--- src/rcc_pkg.sv ---
// package for the reference comparator control block: offsets, fields, resets
package rcc_pkg;

  // register byte offsets on the wishbone bus, one aligned word each
  localparam logic [3:0] RCC_OFS_CS  = 4'h0;
  localparam logic [3:0] RCC_OFS_SEL = 4'h4;
  localparam logic [3:0] RCC_OFS_REF = 4'h8;
  localparam logic [3:0] RCC_OFS_PIN = 4'hC;

  // control/status field positions
  localparam int RCC_CS_ON    = 7;
  localparam int RCC_CS_FLAG  = 6;
  localparam int RCC_CS_OPE   = 4;
  localparam int RCC_CS_RES   = 3;
  localparam int RCC_CS_ES_HI = 2;
  localparam int RCC_CS_ES_LO = 1;
  localparam int RCC_CS_IRQ   = 0;

  // input select field positions
  localparam int RCC_SEL_POS_LO = 4;
  localparam int RCC_SEL_NEG_LO = 0;

  // reference generator field positions
  localparam int RCC_REF_ON  = 7;
  localparam int RCC_REF_SUP = 6;

  // writable bit masks, everything else reads zero except the control/status result bit
  localparam logic [7:0] RCC_MASK_CS  = 8'hD7;
  localparam logic [7:0] RCC_MASK_SEL = 8'h77;
  localparam logic [7:0] RCC_MASK_REF = 8'hDF;
  localparam logic [7:0] RCC_MASK_PIN = 8'h7F;

  localparam logic [7:0] RCC_RST_REG = 8'h00;

  // input select code that routes the reference generator
  localparam logic [2:0] RCC_SEL_REFGEN = 3'h7;

  // edge select encodings
  localparam logic [1:0] RCC_EDGE_BOTH = 2'h0;
  localparam logic [1:0] RCC_EDGE_FALL = 2'h1;
  localparam logic [1:0] RCC_EDGE_RISE = 2'h2;

  // ladder has 32 steps, output = full_scale * (level + 1) / 32
  localparam int RCC_REF_STEPS = 32;

  typedef struct packed {
    logic       cyc;
    logic       stb;
    logic       we;
    logic [3:0] sel;
    logic [3:0] adr;
    logic [7:0] dat;
  } rcc_wb_req_t;

  typedef struct packed {
    logic       comparator_on;
    logic       refgen_on;
    logic       refgen_supply_sel;
    logic [4:0] refgen_level;
    logic [2:0] pos_input_sel;
    logic [2:0] neg_input_sel;
    logic [6:0] analog_pin_en;
  } rcc_analog_t;

  typedef struct packed {
    logic [7:0] cs;
    logic [7:0] sel;
    logic [7:0] ref_ctl;
    logic [7:0] pin;
    logic       sync1;
    logic       sync2;
    logic       sync3;
    logic       ack;
    logic [7:0] rdat;
  } rcc_state_t;

endpackage

--- src/rcc_top.sv ---
// reference comparator control: wishbone registers, result sync, edge flag, wake
//
// Implementation choices: the Wishbone interface to the registers and the register addresses.
`timescale 1ns/100ps
// Operation
// control bit 7 turns comparator on/off
// flag set two clocks after synced edge
// writing 0 clears flag, 1 keeps
// edge select: both, falling, rising, reserved
// result bit synced, zero when off/reset
// interrupt when flag and enable both set
// flag stays until software clears it
// positive select: inputs 0-6, 7 is reference
// negative select uses identical encoding
// reference generator enable bit 7
// supply select: 0 internal, 1 external
// level code sets (code+1)/32 of full scale
// seven pin enables gate external inputs
// output pin enable stored, no effect
// shallow stop: async edge wakes processor
// result holds while clock stopped
// shallow stop exit keeps settings, reset clears
// deep stop: shut down, wake resets
// reset disables comparator and generator
// runs normally in debug and wait
// software configures inputs before enabling
// software clears spurious flag before irq enable
// unused bits read zero, writes ignored
module rcc_top
  import rcc_pkg::*;
(
  // clock and reset
  input  wire logic        clk_i,
  input  wire logic        rst_i,
  // wishbone slave
  input  wire logic        cyc_i,
  input  wire logic        stb_i,
  input  wire logic        we_i,
  input  wire logic [3:0]  adr_i,
  input  wire logic [3:0]  sel_i,
  input  wire logic [31:0] dat_i,
  output logic      [31:0] dat_o,
  output logic             ack_o,
  // analog comparator core
  input  wire logic        cmp_out_i,
  output rcc_analog_t      analog_o,
  // power mode
  input  wire logic        shallow_stop_i,
  input  wire logic        deep_stop_i,
  // interrupt and wake
  output logic             irq_o,
  output logic             wake_o
);

  rcc_state_t q;
  rcc_state_t next_q;
  logic       hit;
  logic       wr;
  logic       edge_ok;

  ////////////////////////////////////////////////////////////////////////
  // edge qualifier, used for both synced flag and async wake
  function automatic logic rcc_edge(input logic [1:0] mode, input logic prev,
                                    input logic cur);
    logic rise;
    logic fall;
    rise = ~prev & cur;
    fall = prev & ~cur;
    unique case (mode)
      RCC_EDGE_BOTH: rcc_edge = rise | fall;
      RCC_EDGE_FALL: rcc_edge = fall;
      RCC_EDGE_RISE: rcc_edge = rise;
      default:       rcc_edge = 1'b0;
    endcase
  endfunction

  ////////////////////////////////////////////////////////////////////////
  assign hit = cyc_i & stb_i & ~q.ack;
  // write lands on the edge where the master samples ack high
  assign wr  = cyc_i & stb_i & q.ack & we_i & sel_i[0];
  assign edge_ok = q.cs[RCC_CS_ON]
                 & rcc_edge(q.cs[RCC_CS_ES_HI:RCC_CS_ES_LO], q.sync3, q.sync2);

  always_comb begin
    next_q = q;
    next_q.ack = hit;
    // sync chain keeps its value simply because no edge arrives while stopped
    next_q.sync1 = cmp_out_i & q.cs[RCC_CS_ON];
    next_q.sync2 = q.sync1;
    next_q.sync3 = q.sync2;
    if (wr) begin
      unique case (adr_i)
        RCC_OFS_CS: begin
          next_q.cs = (dat_i[7:0] & RCC_MASK_CS) | (q.cs & ~RCC_MASK_CS);
          next_q.cs[RCC_CS_FLAG] = q.cs[RCC_CS_FLAG] & dat_i[RCC_CS_FLAG];
        end
        RCC_OFS_SEL: next_q.sel = dat_i[7:0] & RCC_MASK_SEL;
        RCC_OFS_REF: next_q.ref_ctl = dat_i[7:0] & RCC_MASK_REF;
        RCC_OFS_PIN: next_q.pin = dat_i[7:0] & RCC_MASK_PIN;
        default: ;
      endcase
    end
    // set beats a simultaneous software clear
    if (edge_ok) begin
      next_q.cs[RCC_CS_FLAG] = 1'b1;
    end
    // input is synchronous, one flop is enough; flag trails this bit by two clocks
    next_q.cs[RCC_CS_RES] = next_q.sync1;
    next_q.rdat = RCC_RST_REG;
    if (hit && !we_i) begin
      unique case (adr_i)
        RCC_OFS_CS:  next_q.rdat = q.cs;
        RCC_OFS_SEL: next_q.rdat = q.sel;
        RCC_OFS_REF: next_q.rdat = q.ref_ctl;
        RCC_OFS_PIN: next_q.rdat = q.pin;
        default:     next_q.rdat = RCC_RST_REG;
      endcase
    end
  end

  always_ff @(posedge clk_i) begin
    // deep stop wake comes in through a reset; both clear everything
    if (rst_i || deep_stop_i) begin
      q <= '0;
    end else begin
      q <= next_q;
    end
  end

  ////////////////////////////////////////////////////////////////////////
  assign ack_o = q.ack;
  assign dat_o = {24'h000000, q.rdat};
  assign irq_o = q.cs[RCC_CS_FLAG] & q.cs[RCC_CS_IRQ];
  // combinational path so the edge can wake a stopped clock
  assign wake_o = shallow_stop_i & q.cs[RCC_CS_IRQ] & q.cs[RCC_CS_ON]
                & rcc_edge(q.cs[RCC_CS_ES_HI:RCC_CS_ES_LO], q.sync3, cmp_out_i);

  // output pin enable bit drives nothing, no such pin exists
  assign analog_o.comparator_on     = q.cs[RCC_CS_ON];
  assign analog_o.refgen_on         = q.ref_ctl[RCC_REF_ON];
  assign analog_o.refgen_supply_sel = q.ref_ctl[RCC_REF_SUP];
  assign analog_o.refgen_level      = q.ref_ctl[4:0];
  assign analog_o.pos_input_sel     = q.sel[RCC_SEL_POS_LO +: 3];
  assign analog_o.neg_input_sel     = q.sel[RCC_SEL_NEG_LO +: 3];
  assign analog_o.analog_pin_en     = q.pin[6:0];

endmodule

--- config.mk ---
export PLATFORM = sky130hd
export DESIGN_NAME = rcc_top
export DESIGN_NICKNAME = d
export VERILOG_FILES = /design/src/rcc_pkg.sv /design/src/rcc_top.sv
export SDC_FILE = /design/constraint.sdc
export NUM_CORES = 1
export LEC_CHECK = 0
export ABC_AREA = 1
export BUFFER_PORTS_ARGS = -buffer_cell sky130_fd_sc_hd__buf_2
export CAP_MARGIN = 10
export CORE_UTILIZATION = 40
export DETAILED_ROUTE_END_ITERATION = 8
export PLACE_DENSITY = 0.81
export SKIP_CTS_REPAIR_TIMING = 1
export SLEW_MARGIN = 20
export SYNTH_ARGS = -nofsm -noshare
export SYNTH_HDL_FRONTEND = slang
export SYNTH_SLANG_ARGS = --single-unit
--- constraint.sdc ---
create_clock -name clk_i -period 1.4 [get_ports clk_i]
set_input_delay 0.35 -clock clk_i [delete_from_list [all_inputs] [get_ports clk_i]]
set_output_delay 0.35 -clock clk_i [all_outputs]
set_load 0.05 [all_outputs]
==> results.md, run 1 <==
| Quantity | Reported |
| --- | --- |
| Critical path startpoint | q[9]$_SDFF_PP0_ |
| Category of the critical setup timing path | reg2out |
| IO Pins | 104 |
| Power density normalized to cell area | 885 nW/µm² |
| Clk slew on worst S/H paths | 70 ps |
| Ordered cell list for the critical path | ha_4 -> nand3b_1 -> nand3_1 -> nand4_1 -> inv_4 -> buf_8 |
| Flop-to-flop setup slack | 150 ps |
| Run status | finished, violations left |
| First-pass GRT wire length | 6.33 mm |
| Number of warnings printed during yosys synthesis | 0 |
| Max cap viols | 0 |
| Final worst slack | -354 ps |
| Worst voltage drop across the vdd grid | 309 µV |
| Top-area cell type share of the netlist area | 0.361 |
| Adder-cell share of the synthesized area | 0.0238 |
| Worst-Skew Late Latency | 290 ps |
| CP Data Arrival Time | 1400 ps |
| Number of global-route vias before repair | 1398 |
| Reg-to-reg critical path startpoint | q[9]$_SDFF_PP0_ |
| Critical-path maximum fanout | 3 |
| CTS H-Tree Depth | 2 |
| Leakage power | 1.20 nW |
| Number of cells produced by synthesis | 287 |
| Area fraction in compound gates after synthesis | 0.0666 |
| Placed cells | 390 |
| Setup violation total in the final timing report | 1 |
| Initial antenna violation count | 0 |
| Clock Tree Root | sky130_fd_sc_hd__clkbuf_8 |
| Clock Skews | 4.38 ps |
| Dominant combinational cell family by area after synthesis | simple AND/OR/NAND/NOR gates |
| Fmax | 570 MHz |
| Reg-to-Reg End | q[42]$_SDFFE_PP0P_ |
| Failing checks | negative setup slack |
| Total Power Consumption | 2.08 mW |
| Required time reported for the critical path endpoint | 1050 ps |
| Fraction of layout instances using a drive strength above 1 | 0.298 |
| DRC marker count from the first detailed-route iteration | 40 |
| Wire length per cell after detailed routing | 10.8 µm |
| Die width | 74.5 µm |
| Input/output buffers | 52 |
| Cell type with the largest total area after synthesis | sky130_fd_sc_hd__dfxtp_1 |
| Pre-CTS setup slack | -315 ps |
| Worst hold slack after final layout | 321 ps |
| RSZ-0062 raised after global routing | true |
| Diodes inserted | 0 |
| Total global routing track utilization | 0.157 |
| Yosys reg bits | 38 |
| Overall overflow remaining after global route | 0 |
| Row count | 26 |
| Kind of capture point of the worst setup path | output port |
| Iteration count of the initial detailed-routing pass | 4 |
| Worst setup endpoint | wake_o |
| Total number of nets in the final design | 379 |
| Hold violation count in the final report | 0 |
| Part of the cycle the worst path needs | 1.25 |
| Via-to-Cell Ratio | 4.23 |
| Commonest non-fill, non-tap cell in the layout | sky130_fd_sc_hd__nor2_1 |
| DRC violations left | 0 |
| Multiplexer share of the synthesized area | 0 |
| Class of the tightest hold or removal check | in2reg |
| Critical path's slowest cell | sky130_fd_sc_hd__dfxtp_4 |
| Placer congestion estimate | 0.868 |
| Die ar. | 5560 µm² |
| Simple-gate share of the synthesized area | 0.305 |
| Core Area | 5070 µm² |
| Final Non-Filler Cells | 396 |
| Post-synth cell types | 23 |
| Pins Over Slew Limit | 0 |
| Area Overhead vs Synth | 11.9% |
| Initial core utilization | 0.415 |
| Routed via count | 1676 |
| Clock Sink Count | 38 |
| Syn avg cell area | 7.33 µm² |
| Post-detailed-placement half-perimeter wirelength | 3.39 mm |
| Synthesized area | 2100 µm² |
| Final Routed Wirelength | 4.26 mm |
| Maximum cell stage delay along the critical path | 360 ps |
| Clock tree from TritonCTS | done |
| Clock period minus final worst setup slack | 1750 ps |
| Depth of the worst register-to-register path | 7 |
| Count of nets left with antenna violations after detail routing | 0 |
| Number of clock buffers inserted by TritonCTS | 5 |
| Critical Path Source Type | flip-flop |
| Main area contributors after synthesis | sky130_fd_sc_hd__dfxtp_1 (36%), sky130_fd_sc_hd__buf_4 (19%), sky130_fd_sc_hd__nor2_1 (12%) |
| Fraction of the yosys area taken by sequential cells | 0.361 |
| Largest net degree at the start of global routing | 19 |
| Xor/xnor cell area share of the yosys netlist | 0 |
| Commonest cells after routing, fill and taps aside | sky130_fd_sc_hd__nor2_1 (66), sky130_fd_sc_hd__buf_2 (49), sky130_fd_sc_hd__nand2_1 (47), sky130_fd_sc_hd__dfxtp_1 (35), sky130_fd_sc_hd__o21ai_0 (27) |
| Height of the chip | 74.5 µm |
| Maximum buffer depth of the clock tree | 2 |
## registers in the layout, summed over array words and instances, names as in the netlist
register  cells
dat_o         8
analog_o     21
ack_o         1
next_q        1
q             7
## power by group
part | internal [mW] | switching (mW) | total, mW
registers | 1.08 | 0.000945 | 1.08
clock network | 0.379 | 0.352 | 0.731
logic | 0.0519 | 0.220 | 0.272
## cell usage after synthesis
library cell and count:
sky130_fd_sc_hd__buf_4 53, sky130_fd_sc_hd__dfxtp_1 38, sky130_fd_sc_hd__conb_1 1, sky130_fd_sc_hd__nor3_1 1, sky130_fd_sc_hd__inv_2 1, sky130_fd_sc_hd__inv_1 19, sky130_fd_sc_hd__clkinv_2 2, sky130_fd_sc_hd__nor2_1 66
sky130_fd_sc_hd__ha_1 4, sky130_fd_sc_hd__nand3_1 7, sky130_fd_sc_hd__nand2_1 47, sky130_fd_sc_hd__clkbuf_1 2, sky130_fd_sc_hd__clkinv_4 2, sky130_fd_sc_hd__nand2_2 2, sky130_fd_sc_hd__nor3_4 1, sky130_fd_sc_hd__nor2_4 4
sky130_fd_sc_hd__a21oi_1 1, sky130_fd_sc_hd__nand4_1 1, sky130_fd_sc_hd__nand2_4 4, sky130_fd_sc_hd__nor2_8 1, sky130_fd_sc_hd__nand3_4 1, sky130_fd_sc_hd__nand3b_1 2, sky130_fd_sc_hd__o21ai_0 27
## critical path: cells and delay by family, from the launching register on
kind,cells,cell delay [ps]
DFF,1,360
and+or+nand+nor,3,340
buffers and inverters,2,220
adders and majority gates,1,200
## layout make-up
type	count	area, µm²
Timing Repair Buffer	65	373
Clock buffer	6	82.6
Inverter	24	108
Fill cell	545	2720
Multi-Input combinational cell	193	937
Tap cell	70	87.6
Sequential cell	38	767
## cell families after synthesis
family	count (synthesis)
compound gates	28
fa+ha+maj	4
buf+inv	79
flops	38
other cells	1
simple gates	137
## metrics by stage
step / util / cell area [µm²] / setup TNS [ps]
6_report: 0.464 / 2350 / -354
5_1_grt: 0.464 / 2350 / -428
3_5_place_dp: 0.443 / 2250 / -315
2_1_floorplan: - / 2210 / -16.6
4_1_cts: 0.460 / 2330 / -535
3_3_place_gp: 0.443 / 2250 / -308
## per-layer routing
layer,global-route usage,vias up,share of wire
met5,0,-,0
met4,0.0587,0,0.011
met3,0.0528,7,0.069
met2,0.255,57,0.47
met1,0.192,726,0.45
li1,-,886,-
## how the worst min path moves through the flow
stage / start / to / slack (ps) / cells past startpoint
floorplan: q[39]$_SDFF_PP0_ / next_q[9]$_SDFF_PP0_ / 410 / 2
global placement: q[39]$_SDFF_PP0_ / next_q[9]$_SDFF_PP0_ / 420 / 2
detailed placement: q[39]$_SDFF_PP0_ / next_q[9]$_SDFF_PP0_ / 430 / 2
CTS: dat_i[5] / analog_o[5]$_SDFFE_PP0P_ / 320 / 3
global route: dat_i[3] / analog_o[3]$_SDFFE_PP0P_ / 350 / 3
finish: dat_i[5] / analog_o[5]$_SDFFE_PP0P_ / 320 / 3
(Power assumes the default switching activity.)
==> run 2: changes to the inputs <==
--- a/config.mk
+++ b/config.mk
@@ -8,9 +8,11 @@
 export ABC_AREA = 1
 export BUFFER_PORTS_ARGS = -buffer_cell sky130_fd_sc_hd__buf_2
 export CAP_MARGIN = 10
-export CORE_UTILIZATION = 40
+export CELL_PAD_IN_SITES_DETAIL_PLACEMENT = 1
+export CELL_PAD_IN_SITES_GLOBAL_PLACEMENT = 1
+export CORE_UTILIZATION = 31
 export DETAILED_ROUTE_END_ITERATION = 8
-export PLACE_DENSITY = 0.81
+export PLACE_DENSITY = 0.89
 export SKIP_CTS_REPAIR_TIMING = 1
 export SLEW_MARGIN = 20
 export SYNTH_ARGS = -nofsm -noshare
==> results.md, run 2 (synthesis gave the netlist of run 1 again) <==
| Quantity | Reported |
| --- | --- |
| Die ar. | 7120 µm² |
| Diodes inserted | 0 |
| Failing checks | design-rule violations, negative setup slack |
| First-pass GRT wire length | 8.42 mm |
| Placed cells | 393 |
| Number of global-route vias before repair | 1817 |
| IO Pins | 104 |
| Critical-path maximum fanout | 3 |
| Fraction of layout instances using a drive strength above 1 | 0.287 |
| Seq. cell area | 768 µm² |
| Pins Over Slew Limit | 0 |
| Worst voltage drop across the vdd grid | 414 µV |
| Critical Path Source Type | flip-flop |
| Commonest non-fill, non-tap cell in the layout | sky130_fd_sc_hd__nor2_1 |
| Combined area of the multi-input logic cells | 935 µm² |
| Row count | 29 |
| Area Overhead vs Synth | 11.2% |
| Category of the critical setup timing path | reg2out |
| Fill cells | 858 |
| Clk slew on worst S/H paths | 70 ps |
| Total Power Consumption | 2.14 mW |
| Final Routed Wirelength | 5.19 mm |
| Run status | finished, violations left |
| Height of the chip | 84.4 µm |
| Post-detailed-placement half-perimeter wirelength | 4.13 mm |
| Part of the cycle the worst path needs | 1.28 |
| CTS H-Tree Depth | 2 |
| Fmax | 559 MHz |
| Wire length per cell after detailed routing | 12.9 µm |
| Kind of capture point of the worst setup path | output port |
| Routed via count | 1771 |
| Placer congestion estimate | 0.833 |
| DRC marker count from the first detailed-route iteration | 96 |
| Sum of negative setup slack | -389 ps |
| Setup violation total in the final timing report | 1 |
| RSZ-0062 raised after global routing | true |
| Initial antenna violation count | 0 |
| Clock period minus final worst setup slack | 1790 ps |
| Worst hold slack after final layout | 317 ps |
| Max cap viols | 0 |
| Leakage power | 1.18 nW |
| Power density normalized to cell area | 912 nW/µm² |
| Clock Skews | 4.52 ps |
| Die width | 84.4 µm |
| Maximum buffer depth of the clock tree | 2 |
| Via-to-Cell Ratio | 4.42 |
| Hold violation count in the final report | 0 |
| Total number of nets in the final design | 375 |
| Iteration count of the initial detailed-routing pass | 6 |
| Count of nets left with antenna violations after detail routing | 0 |
| CP Data Arrival Time | 1440 ps |
| Commonest cells after routing, fill and taps aside | sky130_fd_sc_hd__nor2_1 (66), sky130_fd_sc_hd__buf_2 (49), sky130_fd_sc_hd__nand2_1 (47), sky130_fd_sc_hd__dfxtp_1 (34), sky130_fd_sc_hd__o21ai_0 (27) |
| Clock Tree Root | sky130_fd_sc_hd__clkbuf_8 |
| Number of clock buffers inserted by TritonCTS | 5 |
| Worst-Skew Late Latency | 290 ps |
| Largest net degree at the start of global routing | 27 |
| Final worst slack | -389 ps |
| Largest register FFs | 21 |
| Overall overflow remaining after global route | 0 |
| Final design utilization | 0.362 |
| Clock Sink Count | 38 |
| Total global routing track utilization | 0.155 |
| Initial core utilization | 0.326 |
| DRC violations left | 16 |
| Class of the tightest hold or removal check | in2reg |
| Input/output buffers | 52 |
| Clock tree from TritonCTS | done |
| Core Area | 6460 µm² |
| Required time reported for the critical path endpoint | 1050 ps |
| Final Non-Filler Cells | 401 |
## run 2: cell types whose count changed in the layout (fill, tap and decap cells not counted), sizes merged
cell,delta
buf,-3
clkinv,+1
## run 2: layer usage
layer / vias up / track usage / share of wire
li1: 879 / - / -
met3: 12 / 0.0364 / 0.060
met2: 63 / 0.262 / 0.48
met5: - / 0 / 0
met1: 817 / 0.187 / 0.44
met4: 0 / 0.0755 / 0.024
## run 2: worst paths after layout
kind / cells after the start / from / slack (ps) / endpoint
setup / recovery: 6 / q[9]$_SDFF_PP0_ / -390 / wake_o
hold / removal: 3 / dat_i[5] / 320 / analog_o[11]$_SDFFE_PP0P_
setup reg to reg: 7 / q[9]$_SDFF_PP0_ / 110 / q[42]$_SDFFE_PP0P_
hold reg to reg: 2 / q[39]$_SDFF_PP0_ / 440 / next_q[9]$_SDFF_PP0_
## run 2: per-stage QoR
| step | instance area, µm² | worst slack (ps) |
|---|---|---|
| detailed placement | 2230 | -327 |
| finish | 2340 | -389 |
| global route | 2340 | -451 |
| floorplan | 2210 | -16.6 |
| global placement | 2230 | -314 |
| CTS | 2320 | -579 |
## run 2: layout make-up
class | count | share of cell area
Inverter | 24 | 0.0460
Clock buffer | 7 | 0.0369
Clock inverter | 1 | 0.00214
Timing Repair Buffer | 61 | 0.146
Sequential cell | 38 | 0.328
Multi-Input combinational cell | 193 | 0.399
Tap cell | 77 | 0.0412
## run 2: critical path, cell delays in order, from the launching register on
cell and delay, ps:
sky130_fd_sc_hd__dfxtp_4 360, sky130_fd_sc_hd__ha_4 200, sky130_fd_sc_hd__nand3b_1 150, sky130_fd_sc_hd__nand3_1 80, sky130_fd_sc_hd__nand4_1 130, sky130_fd_sc_hd__inv_4 80, sky130_fd_sc_hd__buf_8 140
## run 2: where the power goes
| part | switching (mW) | internal, mW | leakage (nW) | total, mW |
|---|---|---|---|---|
| clock | 0.387 | 0.397 | 0.0482 | 0.784 |
| sequential | 0.00101 | 1.08 | 0.308 | 1.08 |
| combinational | 0.223 | 0.0484 | 0.827 | 0.272 |
